$ cat src/include/sdram_bank_pkg.sv
package sdram_bank_pkg;

	// ----------------------------------------------------------------
	// clock and timing
	// ----------------------------------------------------------------
	localparam int CLOCK_PERIOD_NS = 100;
	localparam int PRECHARGE_TIME_NS = 20;
	localparam int REFRESH_CYCLE_TIME_NS = 70;
	localparam int MODE_LOAD_TIME_NS = 20;
	localparam int WRITE_RECOVERY_TIME_NS = 15;
	localparam int ACTIVATE_TO_ACCESS_TIME_NS = 20;

	// least times round up to whole cycles
	localparam logic [7:0] PRECHARGE_CYC =
		8'((PRECHARGE_TIME_NS + CLOCK_PERIOD_NS - 1) / CLOCK_PERIOD_NS);
	localparam logic [7:0] REFRESH_CYC =
		8'((REFRESH_CYCLE_TIME_NS + CLOCK_PERIOD_NS - 1) / CLOCK_PERIOD_NS);
	localparam logic [7:0] MODE_LOAD_CYC =
		8'((MODE_LOAD_TIME_NS + CLOCK_PERIOD_NS - 1) / CLOCK_PERIOD_NS);
	localparam logic [7:0] WRITE_RECOVERY_CYC =
		8'((WRITE_RECOVERY_TIME_NS + CLOCK_PERIOD_NS - 1) / CLOCK_PERIOD_NS);
	localparam logic [7:0] ACTIVATE_CYC =
		8'((ACTIVATE_TO_ACCESS_TIME_NS + CLOCK_PERIOD_NS - 1) / CLOCK_PERIOD_NS);

	// ----------------------------------------------------------------
	// data path figures
	// ----------------------------------------------------------------
	localparam int READ_LATENCY = 2;
	localparam int NUM_BANKS = 4;
	localparam logic [3:0] BURST_RELOAD = 4'd2; // burst of four: command beat plus three
	localparam logic [7:0] TIMER_RESET = 8'h00;

	// ----------------------------------------------------------------
	// types
	// ----------------------------------------------------------------
	typedef enum logic [2:0] {
		BANK_IDLE = 3'b000,
		BANK_ACTIVATING = 3'b001,
		BANK_ACTIVE = 3'b010,
		BANK_READ = 3'b011,
		BANK_WRITE = 3'b100,
		BANK_READ_AP = 3'b101,
		BANK_WRITE_AP = 3'b110,
		BANK_PRECHARGING = 3'b111
	} bank_state_t;

	typedef enum logic [1:0] {
		DEV_NORMAL = 2'b00,
		DEV_REFRESH = 2'b01,
		DEV_MODE_LOAD = 2'b10,
		DEV_PRECHARGE_ALL = 2'b11
	} dev_state_t;

	typedef enum logic [3:0] {
		CMD_DESELECT = 4'h0,
		CMD_NOP = 4'h1,
		CMD_ACTIVATE = 4'h2,
		CMD_READ = 4'h3,
		CMD_WRITE = 4'h4,
		CMD_PRECHARGE = 4'h5,
		CMD_REFRESH = 4'h6,
		CMD_MODE_LOAD = 4'h7,
		CMD_BURST_STOP = 4'h8
	} cmd_t;

	typedef struct packed {
		bank_state_t state;
		logic [7:0] cnt;
		logic prech;
	} bank_t;

endpackage

$ cat src/hw/sdram_bank_ctrl.sv
// Functional notes
// - read with auto precharge holds its state until precharge time passes, then idle
// - write with auto precharge holds its state until write recovery and precharge time pass, then idle
// - auto refresh runs for the refresh cycle time, then every bank is idle
// - mode load runs for the mode load time, then all banks are idle
// - precharge-all runs for the precharge time, then every bank is idle
// - precharge of an idle bank leaves it unchanged, acting as no-op
// - burst terminate acts on the latest plain read or write burst, whatever its bank
// - decode chip select, row strobe, column strobe and write enable into commands
// - an idle bank accepts its usual commands whatever other banks are doing
// - activate, read, write, precharge to another bank accepted while one bank is busy
// - an interrupted auto-precharge burst starts its own precharge automatically
// - read to another bank replaces old read data one read latency later
// - read interrupts a plain write at once; last write word is the prior clock's
// - write interrupts a plain write at once; last word is the prior clock's
// - read interrupting a read with auto precharge starts its precharge at once
// - write interrupting a read with auto precharge starts its precharge at once
// - read interrupting a write with auto precharge: precharge after write recovery
// - write interrupting a write with auto precharge: precharge after write recovery
// - activate enters activating state for activate-to-access time, then row active
`timescale 1ns/1ns

module sdram_bank_ctrl
	import sdram_bank_pkg::*;
(
	input wire logic clock, // system clock
	input wire logic rst_n, // asynchronous reset, active low
	input wire logic clkEn, // low freezes all state
	input wire logic csN, // chip select, active low
	input wire logic rasN, // row strobe, active low
	input wire logic casN, // column strobe, active low
	input wire logic weN, // write enable, active low
	input wire logic [1:0] bankAddr, // bank select
	input wire logic autoPre, // auto precharge / precharge-all select
	output logic [11:0] bankState, // state of banks 3..0, three bits each
	output logic [1:0] devState, // device-wide timed state
	output logic illegalCmd, // command refused in the previous cycle
	output logic rdDataValid, // read data on the bus
	output logic [1:0] rdDataBank, // bank owning the read data
	output logic wrDataValid, // write word taken in the previous cycle
	output logic [1:0] wrDataBank, // bank that took that write word
	output logic [3:0] apBegin // auto-precharge phase began, per bank
);

	// ----------------------------------------------------------------
	// state record
	// ----------------------------------------------------------------
	typedef struct packed {
		bank_t [NUM_BANKS-1:0] bank;
		dev_state_t devSt;
		logic [7:0] devCnt;
		logic burstOn;
		logic burstWr;
		logic [1:0] owner;
		logic [3:0] burstLeft;
		logic [READ_LATENCY-1:0][2:0] rdPipe;
		logic illegal;
		logic wrValid;
		logic [1:0] wrBank;
		logic [3:0] apBegin;
	} ctrl_t;

	ctrl_t stReg;
	ctrl_t stNext;
	cmd_t cmd;
	logic legal;
	logic allIdle;
	logic allPrechOk;
	logic newBurst;
	logic endNow;
	logic rdBeat;
	logic wrBeat;
	bank_state_t tgtSt;

	// ----------------------------------------------------------------
	// helpers
	// ----------------------------------------------------------------

	// pin levels to command
	function automatic cmd_t decodeCmd(input logic cs, input logic ras, input logic cas,
		input logic we);
		cmd_t c;
		c = CMD_NOP;
		if (cs)
			c = CMD_DESELECT;
		else
		begin
			case ({ras, cas, we})
				3'b111: c = CMD_NOP;
				3'b011: c = CMD_ACTIVATE;
				3'b101: c = CMD_READ;
				3'b100: c = CMD_WRITE;
				3'b010: c = CMD_PRECHARGE;
				3'b001: c = CMD_REFRESH;
				3'b000: c = CMD_MODE_LOAD;
				default: c = CMD_BURST_STOP;
			endcase
		end
		return c;
	endfunction

	// a bank that may take a column command or a precharge
	function automatic logic openBank(input bank_state_t s);
		return (s == BANK_ACTIVE) || (s == BANK_READ) || (s == BANK_WRITE);
	endfunction

	// close a burst: plain bursts fall back to active, auto precharge starts its phase
	function automatic bank_t closeBurst(input bank_t bk);
		bank_t r;
		r = bk;
		if ((bk.state == BANK_READ) || (bk.state == BANK_WRITE))
			r.state = BANK_ACTIVE;
		else if (bk.state == BANK_READ_AP)
		begin
			r.prech = 1'b1;
			r.cnt = PRECHARGE_CYC;
		end
		else if (bk.state == BANK_WRITE_AP)
		begin
			r.prech = 1'b1;
			r.cnt = 8'(WRITE_RECOVERY_CYC + PRECHARGE_CYC);
		end
		return r;
	endfunction

	// ----------------------------------------------------------------
	// command decode and legality
	// ----------------------------------------------------------------

	// decode and check the command against the current bank states
	always_comb
	begin
		cmd = decodeCmd(csN, rasN, casN, weN);
		tgtSt = stReg.bank[bankAddr].state;
		allIdle = 1'b1;
		allPrechOk = 1'b1;
		for (int i = 0; i < NUM_BANKS; i++)
		begin
			if (stReg.bank[i].state != BANK_IDLE)
				allIdle = 1'b0;
			if (!openBank(stReg.bank[i].state) && (stReg.bank[i].state != BANK_IDLE))
				allPrechOk = 1'b0;
		end
		case (cmd)
			CMD_DESELECT, CMD_NOP: legal = 1'b1;
			CMD_ACTIVATE: legal = (tgtSt == BANK_IDLE);
			CMD_READ, CMD_WRITE: legal = openBank(tgtSt);
			CMD_PRECHARGE: legal = autoPre ? allPrechOk
				: (openBank(tgtSt) || (tgtSt == BANK_IDLE));
			CMD_REFRESH, CMD_MODE_LOAD: legal = allIdle;
			CMD_BURST_STOP: legal = stReg.burstOn
				&& openBank(stReg.bank[stReg.owner].state);
			default: legal = 1'b0;
		endcase
		// nothing but deselect or no-op while the device is busy
		if ((stReg.devSt != DEV_NORMAL) && (cmd != CMD_DESELECT) && (cmd != CMD_NOP))
			legal = 1'b0;
		newBurst = legal && ((cmd == CMD_READ) || (cmd == CMD_WRITE));
		endNow = stReg.burstOn && ((stReg.burstLeft == 4'd0)
			|| (legal && (cmd == CMD_BURST_STOP))
			|| (newBurst && (stReg.owner != bankAddr)));
		rdBeat = (newBurst && (cmd == CMD_READ)) || (stReg.burstOn && !stReg.burstWr
			&& !newBurst && !(legal && (cmd == CMD_BURST_STOP))
			&& !(legal && (cmd == CMD_PRECHARGE)));
		wrBeat = (newBurst && (cmd == CMD_WRITE)) || (stReg.burstOn && stReg.burstWr
			&& !newBurst && !(legal && (cmd == CMD_BURST_STOP))
			&& !(legal && (cmd == CMD_PRECHARGE)));
	end

	// ----------------------------------------------------------------
	// next state
	// ----------------------------------------------------------------

	// timers, burst progress, then the new command
	always_comb
	begin
		stNext = stReg;
		if (clkEn)
		begin
			// pulses last one enabled cycle and hold while the clock enable is low
			stNext.illegal = 1'b0;
			stNext.apBegin = 4'h0;
			// per-bank down-counters
			for (int i = 0; i < NUM_BANKS; i++)
			begin
				if ((stReg.bank[i].state == BANK_ACTIVATING)
					|| (stReg.bank[i].state == BANK_PRECHARGING) || stReg.bank[i].prech)
				begin
					if (stReg.bank[i].cnt > 8'd1)
						stNext.bank[i].cnt = stReg.bank[i].cnt - 8'd1;
					else
					begin
						stNext.bank[i].cnt = TIMER_RESET;
						stNext.bank[i].prech = 1'b0;
						stNext.bank[i].state = (stReg.bank[i].state == BANK_ACTIVATING)
							? BANK_ACTIVE : BANK_IDLE;
					end
				end
			end
			// device-wide timer
			if (stReg.devSt != DEV_NORMAL)
			begin
				if (stReg.devCnt > 8'd1)
					stNext.devCnt = stReg.devCnt - 8'd1;
				else
				begin
					stNext.devCnt = TIMER_RESET;
					stNext.devSt = DEV_NORMAL;
				end
			end
			// burst progress and interruption
			if (stReg.burstOn)
				stNext.burstLeft = stReg.burstLeft - 4'd1;
			if (endNow)
			begin
				stNext.bank[stReg.owner] = closeBurst(stReg.bank[stReg.owner]);
				stNext.apBegin[stReg.owner] = stReg.bank[stReg.owner].state[2]
					&& (stReg.bank[stReg.owner].state != BANK_WRITE);
				stNext.burstOn = 1'b0;
			end
			// command effects
			if (!legal)
				stNext.illegal = 1'b1;
			else
			begin
				case (cmd)
					CMD_ACTIVATE:
					begin
						stNext.bank[bankAddr].state = BANK_ACTIVATING;
						stNext.bank[bankAddr].cnt = ACTIVATE_CYC;
					end
					CMD_READ, CMD_WRITE:
					begin
						if (cmd == CMD_READ)
							stNext.bank[bankAddr].state = autoPre ? BANK_READ_AP : BANK_READ;
						else
							stNext.bank[bankAddr].state = autoPre ? BANK_WRITE_AP : BANK_WRITE;
						stNext.bank[bankAddr].prech = 1'b0;
						stNext.burstOn = 1'b1;
						stNext.burstWr = (cmd == CMD_WRITE);
						stNext.owner = bankAddr;
						stNext.burstLeft = BURST_RELOAD;
					end
					CMD_PRECHARGE:
					begin
						for (int i = 0; i < NUM_BANKS; i++)
						begin
							if ((autoPre || (bankAddr == 2'(i)))
								&& (stReg.bank[i].state != BANK_IDLE))
							begin
								stNext.bank[i].state = BANK_PRECHARGING;
								stNext.bank[i].cnt = PRECHARGE_CYC;
								stNext.bank[i].prech = 1'b0;
								if (stReg.burstOn && (stReg.owner == 2'(i)))
									stNext.burstOn = 1'b0;
							end
						end
						if (autoPre)
						begin
							stNext.devSt = DEV_PRECHARGE_ALL;
							stNext.devCnt = PRECHARGE_CYC;
						end
					end
					CMD_REFRESH:
					begin
						stNext.devSt = DEV_REFRESH;
						stNext.devCnt = REFRESH_CYC;
					end
					CMD_MODE_LOAD:
					begin
						stNext.devSt = DEV_MODE_LOAD;
						stNext.devCnt = MODE_LOAD_CYC;
					end
					default:
					begin
					end
				endcase
			end
			// read latency pipeline and write word capture
			for (int i = READ_LATENCY - 1; i > 0; i--)
				stNext.rdPipe[i] = stReg.rdPipe[i-1];
			stNext.rdPipe[0] = {rdBeat, newBurst ? bankAddr : stReg.owner};
			stNext.wrValid = wrBeat;
			stNext.wrBank = newBurst ? bankAddr : stReg.owner;
		end
	end

	// ----------------------------------------------------------------
	// registers and outputs
	// ----------------------------------------------------------------

	// single state register
	always_ff @(posedge clock or negedge rst_n)
	begin
		if (!rst_n)
			stReg <= '0;
		else
			stReg <= stNext;
	end

	// outputs taken straight from the state register
	assign bankState = {stReg.bank[3].state, stReg.bank[2].state,
		stReg.bank[1].state, stReg.bank[0].state};
	assign devState = stReg.devSt;
	assign illegalCmd = stReg.illegal;
	assign rdDataValid = stReg.rdPipe[READ_LATENCY-1][2];
	assign rdDataBank = stReg.rdPipe[READ_LATENCY-1][1:0];
	assign wrDataValid = stReg.wrValid;
	assign wrDataBank = stReg.wrBank;
	assign apBegin = stReg.apBegin;
endmodule // sdram_bank_ctrl

$ cat config.mk
export PLATFORM = sky130hd
export DESIGN_NAME = sdram_bank_ctrl
export DESIGN_NICKNAME = d
export VERILOG_FILES = /design/src/include/sdram_bank_pkg.sv /design/src/hw/sdram_bank_ctrl.sv
export SDC_FILE = /design/constraint.sdc
export NUM_CORES = 1
export LEC_CHECK = 0
export BUFFER_PORTS_ARGS = -buffer_cell sky130_fd_sc_hd__buf_2
export CAP_MARGIN = 20
export CORE_MARGIN = 3
export CORE_UTILIZATION = 65
export DETAILED_ROUTE_END_ITERATION = 10
export HOLD_SLACK_MARGIN = 0.08
export PLACE_DENSITY = 0.91
export SYNTH_ARGS = -nofsm -noshare
export SYNTH_HDL_FRONTEND = slang
export SYNTH_SLANG_ARGS = --single-unit
$ cat constraint.sdc
create_clock -name clock -period 6.2 [get_ports clock]
set_input_delay 0 -clock clock [delete_from_list [all_inputs] [get_ports clock]]
set_output_delay 0 -clock clock [all_outputs]
set_load 0.005 [all_outputs]
* Word level (Yosys, flattened, before mapping) *
Index checks and enable logic that the tools add are counted.

word-level totals
  register bits after elaboration = 80
  input port bits = 10
  output and inout port bits = 25
  logic and storage cells = 279

cells by class
  add/sub/neg operators = 6
  magnitude comparators = 9
  equality and inequality tests = 51
  multiplexer cells = 100
  bitwise operators = 1
  reductions and logical operators = 88

operator list
  cell                                                           number
  bitwise mux 48 bit                                             6
  2-to-1 mux 48 bit                                              6
  2-to-1 mux 12 bit                                              16
  one-hot mux 48 bit (3 select lines)                            1
  demux 12 bit (select 2 bit)                                    4
  2-to-1 mux 66 bit                                              1
  2-to-1 mux 9 bit                                               6
  binary-select mux 12 bit (select 2 bit)                        2
  == test 3 bit, second input constant                           15
  == test 3 x 2 -> 1 bit, second input constant                  14
  greater-than comparator 8 x 1 -> 1 bit, second input constant  5
  2-to-1 mux 8 bit                                               5
  subtractor 8 x 1 -> 8 bit, second input constant               5
  logical AND 1 bit                                              33
  logical OR 1 bit                                               31
  one-hot mux 10 bit (3 select lines)                            1
  one-hot mux 4 bit (7 select lines)                             1
  2-to-1 mux 1 bit                                               27
  2-to-1 mux 3 bit                                               8
  2-to-1 mux 10 bit                                              2
  == test 4 x 3 -> 1 bit, second input constant                  4
  == test 3 x 1 -> 1 bit, second input constant                  5
  2-to-1 mux 2 bit                                               7
  2-to-1 mux 4 bit                                               3
  other kinds (25)                                               47

* Depth between registers and ports, before layout *
  depth after elaboration = 29
  gate-level depth with buffers = 11

* Worst setup path before layout *
No wires, ideal clock.

  kind = reg-to-reg
  start = register stReg (netlist bit bankState[7])
  end = register stReg[18] (netlist name)
  setup time = 0.128 ns
  arrival = 2.512 ns
  data required time = 6.072 ns
  setup slack = 3.560 ns
  cell stages (with the launch flop) = 11
  clock period less this slack = 2.640 ns
  cell sequence = dfrtp_1 -> buf_2 -> mux4_2 -> nor4b_4 -> a41oi_4 -> and2_4 -> a21oi_2 -> buf_2 -> and3_1 -> buf_2 -> mux2_1

on the way
  cells in the longest elaborated chain, start to end = 11
  elaborated cells on any way between the ends = 33
  classes of those cells = eq/ne: 9; mux: 11; reduce/logical: 13

RTL lines
  item                                    RTL line                text
  from (decl)                             sdram_bank_ctrl.sv:63   ctrl_t stReg;
  from (signal assigned)                  sdram_bank_ctrl.sv:298  stReg <= stNext;
  == test 3 x 2 -> 1 bit                  sdram_bank_ctrl.sv:104  return (s == BANK_ACTIVE) || (s == BANK_READ) || (s == BANK_WRITE);
  logical OR 1 bit (2 in a row)           sdram_bank_ctrl.sv:104
  logical NOT 1 bit                       sdram_bank_ctrl.sv:141  if (!openBank(stReg.bank[i].state) && (stReg.bank[i].state != BANK_IDLE))
  logical AND 1 bit                       sdram_bank_ctrl.sv:141
  2-to-1 mux 1 bit (2 in a row)           sdram_bank_ctrl.sv:141
  2-to-1 mux 1 bit                        sdram_bank_ctrl.sv:148  CMD_PRECHARGE: legal = autoPre ? allPrechOk
  one-hot mux 1 bit (6 select lines) (*)  sdram_bank_ctrl.sv:144  case (cmd)
  2-to-1 mux 1 bit (*)                    sdram_bank_ctrl.sv:156  if ((stReg.devSt != DEV_NORMAL) && (cmd != CMD_DESELECT) && (cmd != CMD_NOP))
  AND reduction 3 bit (no line) (*)       --

Every way passes the cells marked *; elsewhere a longest branch is shown, timed or not. The select of a mux whose other input is x is not followed.
A chain may end at the register's enable or synchronous reset.

* Worst setup path in the final report *
  start = register stReg[19] (netlist name)
  end = register stReg (netlist bit bankState[11])

on the way
  cells in the longest elaborated chain, start to end = 22
  elaborated cells on any way between the ends = 41
  classes of those cells = order compare: 2; eq/ne: 4; mux: 24; reduce/logical: 11

RTL lines
  item                                              RTL line                                        text
  binary-select mux 12 bit (select 2 bit)           sdram_bank_ctrl.sv:152, sdram_bank_ctrl.sv:216
  2-to-1 mux 12 bit (not written as such)           sdram_bank_ctrl.sv:152, sdram_bank_ctrl.sv:216
  == test 3 x 2 -> 1 bit, on equally long branches  sdram_bank_ctrl.sv:104, sdram_bank_ctrl.sv:111
  logical OR 1 bit (2 in a row)                     sdram_bank_ctrl.sv:104
  logical AND 1 bit                                 sdram_bank_ctrl.sv:152                          && openBank(stReg.bank[stReg.owner].state);
  one-hot mux 1 bit (6 select lines)                sdram_bank_ctrl.sv:144
  2-to-1 mux 1 bit                                  sdram_bank_ctrl.sv:156
  logical AND 1 bit, on equally long branches       sdram_bank_ctrl.sv:160, sdram_bank_ctrl.sv:158
  (+5 left out)                                     --
  bitwise mux 48 bit, on equally long branches      sdram_bank_ctrl.sv:237, sdram_bank_ctrl.sv:235
  2-to-1 mux 48 bit                                 sdram_bank_ctrl.sv:234                          if (cmd == CMD_READ)
  2-to-1 mux 48 bit                                 sdram_bank_ctrl.sv:226                          case (cmd)
  2-to-1 mux 48 bit                                 sdram_bank_ctrl.sv:222                          if (!legal)
  2-to-1 mux 48 bit                                 sdram_bank_ctrl.sv:178                          if (clkEn)
  bitwise mux 48 bit                                sdram_bank_ctrl.sv:238                          stNext.bank[bankAddr].prech = 1'b0;
  one-hot mux 48 bit (3 select lines)               sdram_bank_ctrl.sv:226
  2-to-1 mux 66 bit (*)                             sdram_bank_ctrl.sv:222

Marks and branches as above.

==> results by group <==
Status
  – Result of the run: finished, final reports clean

Synth
  – Post-Synthesis Cell Area: 0.00631 mm²
  – Gate count of the mapped netlist: 768
  – Cell variety after synth: 81
  – Mean area per synthesized cell: 8.22 µm²
  – Syn Nets: 789
  – Leading register cell type out of synthesis: dfrtp_1
  – Post-synth top cells: dfrtp_1 (78), o21ai_0 (78), nor2_1 (75)
  – Cell types with the largest area share after synthesis: dfrtp_1 (31%), o21ai_0 (6.2%), mux4_2 (5.7%), nor2_1 (4.5%), a21oi_1 (4.1%)
  – Async set-or-reset flop fraction in the synthesized netlist: 100%
  – Number of enable-type register cells in the synthesized netlist: 0
  – Share of the yosys chip area belonging to registers: 30.9%
  – Synth top area share: 30.9%
  – Biggest area consumer among synthesized cells: dfrtp_1
  – FF+latch count, synth: 78
  – Synth warnings: 0

Worst setup path
  – Terminus of the critical flop-to-flop path: bankState[11]
  – CP Capture Type: register
  – Category of the critical setup timing path: reg2reg
  – Total buffers and inverters traversed by the critical path: 0
  – Critical path arrival: 3840 ps
  – Library cell contributing the largest single delay on the critical path: dfrtp_1
  – Worst reg2reg setup slack: 2570 ps
  – Type of origin of the critical path: register
  – Top Family by Delay on Critical Path: compound AO/OA/AOI/OAI gates
  – Critical Path Stages: 8
  – Worst Reg2Reg Path Length in Cells: 8
  – CP Data Required Time: 6410 ps
  – Slowest stage delay, CP: 880 ps
  – Startpoint of the most critical register-to-register path: stReg[19]
  – Worst-path fanout max: 20
  – Worst-path cell chain: mux4_2, nor2b_4, a41oi_4, nand3_2, o21ai_1, nor2_1, a31oi_1, o221ai_1

Global route
  – GR peak layer: met2
  – Met1 routing resource usage after global routing: 47.0%
  – Met2 Resource Use GR: 51.2%
  – Number of global-route vias before repair: 6054
  – First-pass GRT wire length: 30.3 mm
  – Met3 GRT Util: 8.83%
  – Grt total ovfl: 0
  – Pin count of the biggest net entering global routing: 80
  – Number of antenna violations at the first check in global routing: 0
  – Total GRT Usage: 33.9%

Die
  – Die H: 105 µm
  – Number of rows in the core area: 35
  – Die footprint: 0.0109 mm²
  – I/O pins: 35
  – Starting Density: 67.7%
  – Horiz. Die Dim: 105 µm
  – Area inside the core boundary: 0.00933 mm²

Layout
  – Count of non-filler cells in the finished layout: 884
  – Signed area change from the synthesized netlist to the final layout: 3.59%
  – Sequential cell area: 0.00195 mm²
  – Multi-input combinational cell area: 0.00385 mm²
  – Post-Layout Inst Area: 0.00654 mm²
  – Final layout net count: 771
  – Number of filler instances in the final layout: 715
  – Antenna fix cells: 0
  – Utilization after layout: 70.1%
  – Fraction of layout cells with a size suffix above 1: 13.4%

Routing
  – Number of remaining DRC errors: 0
  – Wire length reported by the detailed router: 18.7 mm
  – Number of vias in the routed layout: 6418
  – Routed vias/inst: 7.26
  – First-pass detailed-route iteration total: 6
  – Count of routing violations after the opening detailed-route iteration: 873
  – DR WL/cell: 21.1 µm
  – Antenna-violating nets left: 0

STA
  – Slew at the pin closest to its max-slew limit: 1120 ps
  – Fin Hold WS: 114 ps
  – Largest clock skew in the final design: 11.1 ps
  – PnR worst setup slack: 2570 ps
  – Time the worst path needs with I/O delays and setup: 3630 ps
  – Max transition margin: 24.7%
  – Maximum operating frequency: 276 MHz
  – Count of final max-slew check failures: 0
  – Hold violation count in the final report: 0
  – Number of setup violations in the final report: 0
  – Post-Route Setup TNS: 0 ps
  – Unrepaired setup endpoints after global routing: false
  – Share of the cycle needed by the critical path after routing: 58.5%

Placed design
  – Port buffer count: 34
  – HPWL after DPL: 12.8 mm
  – Worst slack at placement: 2690 ps
  – Area of placed instances: 0.00631 mm²
  – Final weighted congestion of routability-driven global placement: 0.996
  – Placed instance count: 865

Run
  – Maxcap violations: 0

CTS
  – Clock tree sinks: 78
  – Clock-pin slew on the worst setup and hold paths: 80 ps
  – TritonCTS clock tree: yes
  – Clock latency reported for the late side of the worst-skew pair: 370 ps
  – Clock root cell: clkbuf_8
  – H-Tree Depth: 3
  – Clock buffers created by TritonCTS: 9
  – Maximum clock insertion buffer count: 2

Min path
  – End of the worst hold path: stReg[18]
  – Hold Crit Depth: 2
  – Min-Delay Startpoint: bankAddr[0]
  – Worst hold path type: in2reg

Power and ir drop
  – Peak VDD IR: 0.299 mV
  – Power per standard cell area: 481 mW/mm²
  – PnR Total Power: 3.15 mW
  – Pleak: 2.66 nW
==> sequential cells by signal, summed over array words and instances (netlist names) <==
| signal | count |
|---|---|
| devState | 2 |
| rdDataBank | 2 |
| apBegin | 4 |
| rdDataValid | 1 |
| bankState | 12 |
| stReg | 55 |
| wrDataValid | 1 |
| illegalCmd | 1 |
==> where the power goes <==
part / switching [mW] / internal, mW
Sequential: 0.361 / 0.694
Combinational: 0.996 / 0.695
Clock: 0.205 / 0.196
==> worst register-to-register path, stage by stage (launching register included) <==
cell and delay [ps]:
dfrtp_1 880, mux4_2 670, nor2b_4 180, a41oi_4 230, nand3_2 230, o21ai_1 800, nor2_1 170, a31oi_1 200
o221ai_1 120
==> how the worst max path moves through the flow <==
stage	from	slack [ps]	end
after CTS	stReg[19]	2670	bankState[11]
after global routing	stReg[19]	2410	stReg[60]
final	stReg[19]	2570	bankState[11]
after floorplan	bankState[7]	3560	stReg[18]
after detailed placement	stReg[18]	2690	bankState[0]
after global placement	stReg[18]	2840	bankState[0]
==> placed cells by master, fill, tap and decap left out, types with 8 or more instances in the layout <==
cell type	synthesis	layout
o21ai_0	78	78
dfrtp_1	78	78
nor2_1	75	75
nand2_1	60	60
a21oi_1	52	52
buf_2	17	33
inv_1	31	31
nor3_1	30	30
mux4_2	16	16
o2bb2ai_1	15	15
nand3_1	15	15
nand2b_1	15	15
a31oi_1	15	15
nor2b_1	14	14
o22ai_1	13	13
ha_1	11	11
or3_1	10	10
clkbuf_8	0	10
xnor2_1	9	9
a21o_1	9	9
o32ai_1	8	8
buf_4	23	8
==> area by class of cell <==
| class | instances | share of cell area, % |
|---|---|---|
| Timing Repair Buffer | 44 | 3.90 |
| Multi-Input combinational cell | 586 | 58.9 |
| Clock buffer | 10 | 2.11 |
| Tap cell | 129 | 2.47 |
| Sequential cell | 78 | 29.9 |
| Clock inverter | 6 | 0.938 |
| Inverter | 31 | 1.78 |
==> cells by family (layout without fill, tap and decap cells) <==
family	count (synthesis)	count (layout)	share of synthesized area (%)
fa+ha+maj	11	11	2.18
compound gates	255	255	26.3
buf+inv	104	91	8.01
simple gates	277	277	22.6
flops	78	78	30.9
mux	32	32	8.43
xor+xnor	11	11	1.53
==> routing by layer <==
layer / vias up / routed length, µm
met4: 0 / 684
met2: 548 / 8260
met1: 2994 / 7190
met5: - / 0
met3: 105 / 2550
li1: 2771 / -
==> repair_timing <==
item | 4_1_cts | 5_1_grt
buffers inserted | 0 | 0
hold buffers | 3 | 0
gates resized for setup | 0 | 0
hold endpoints to repair | 81 | 0
(Power assumes the default switching activity.)
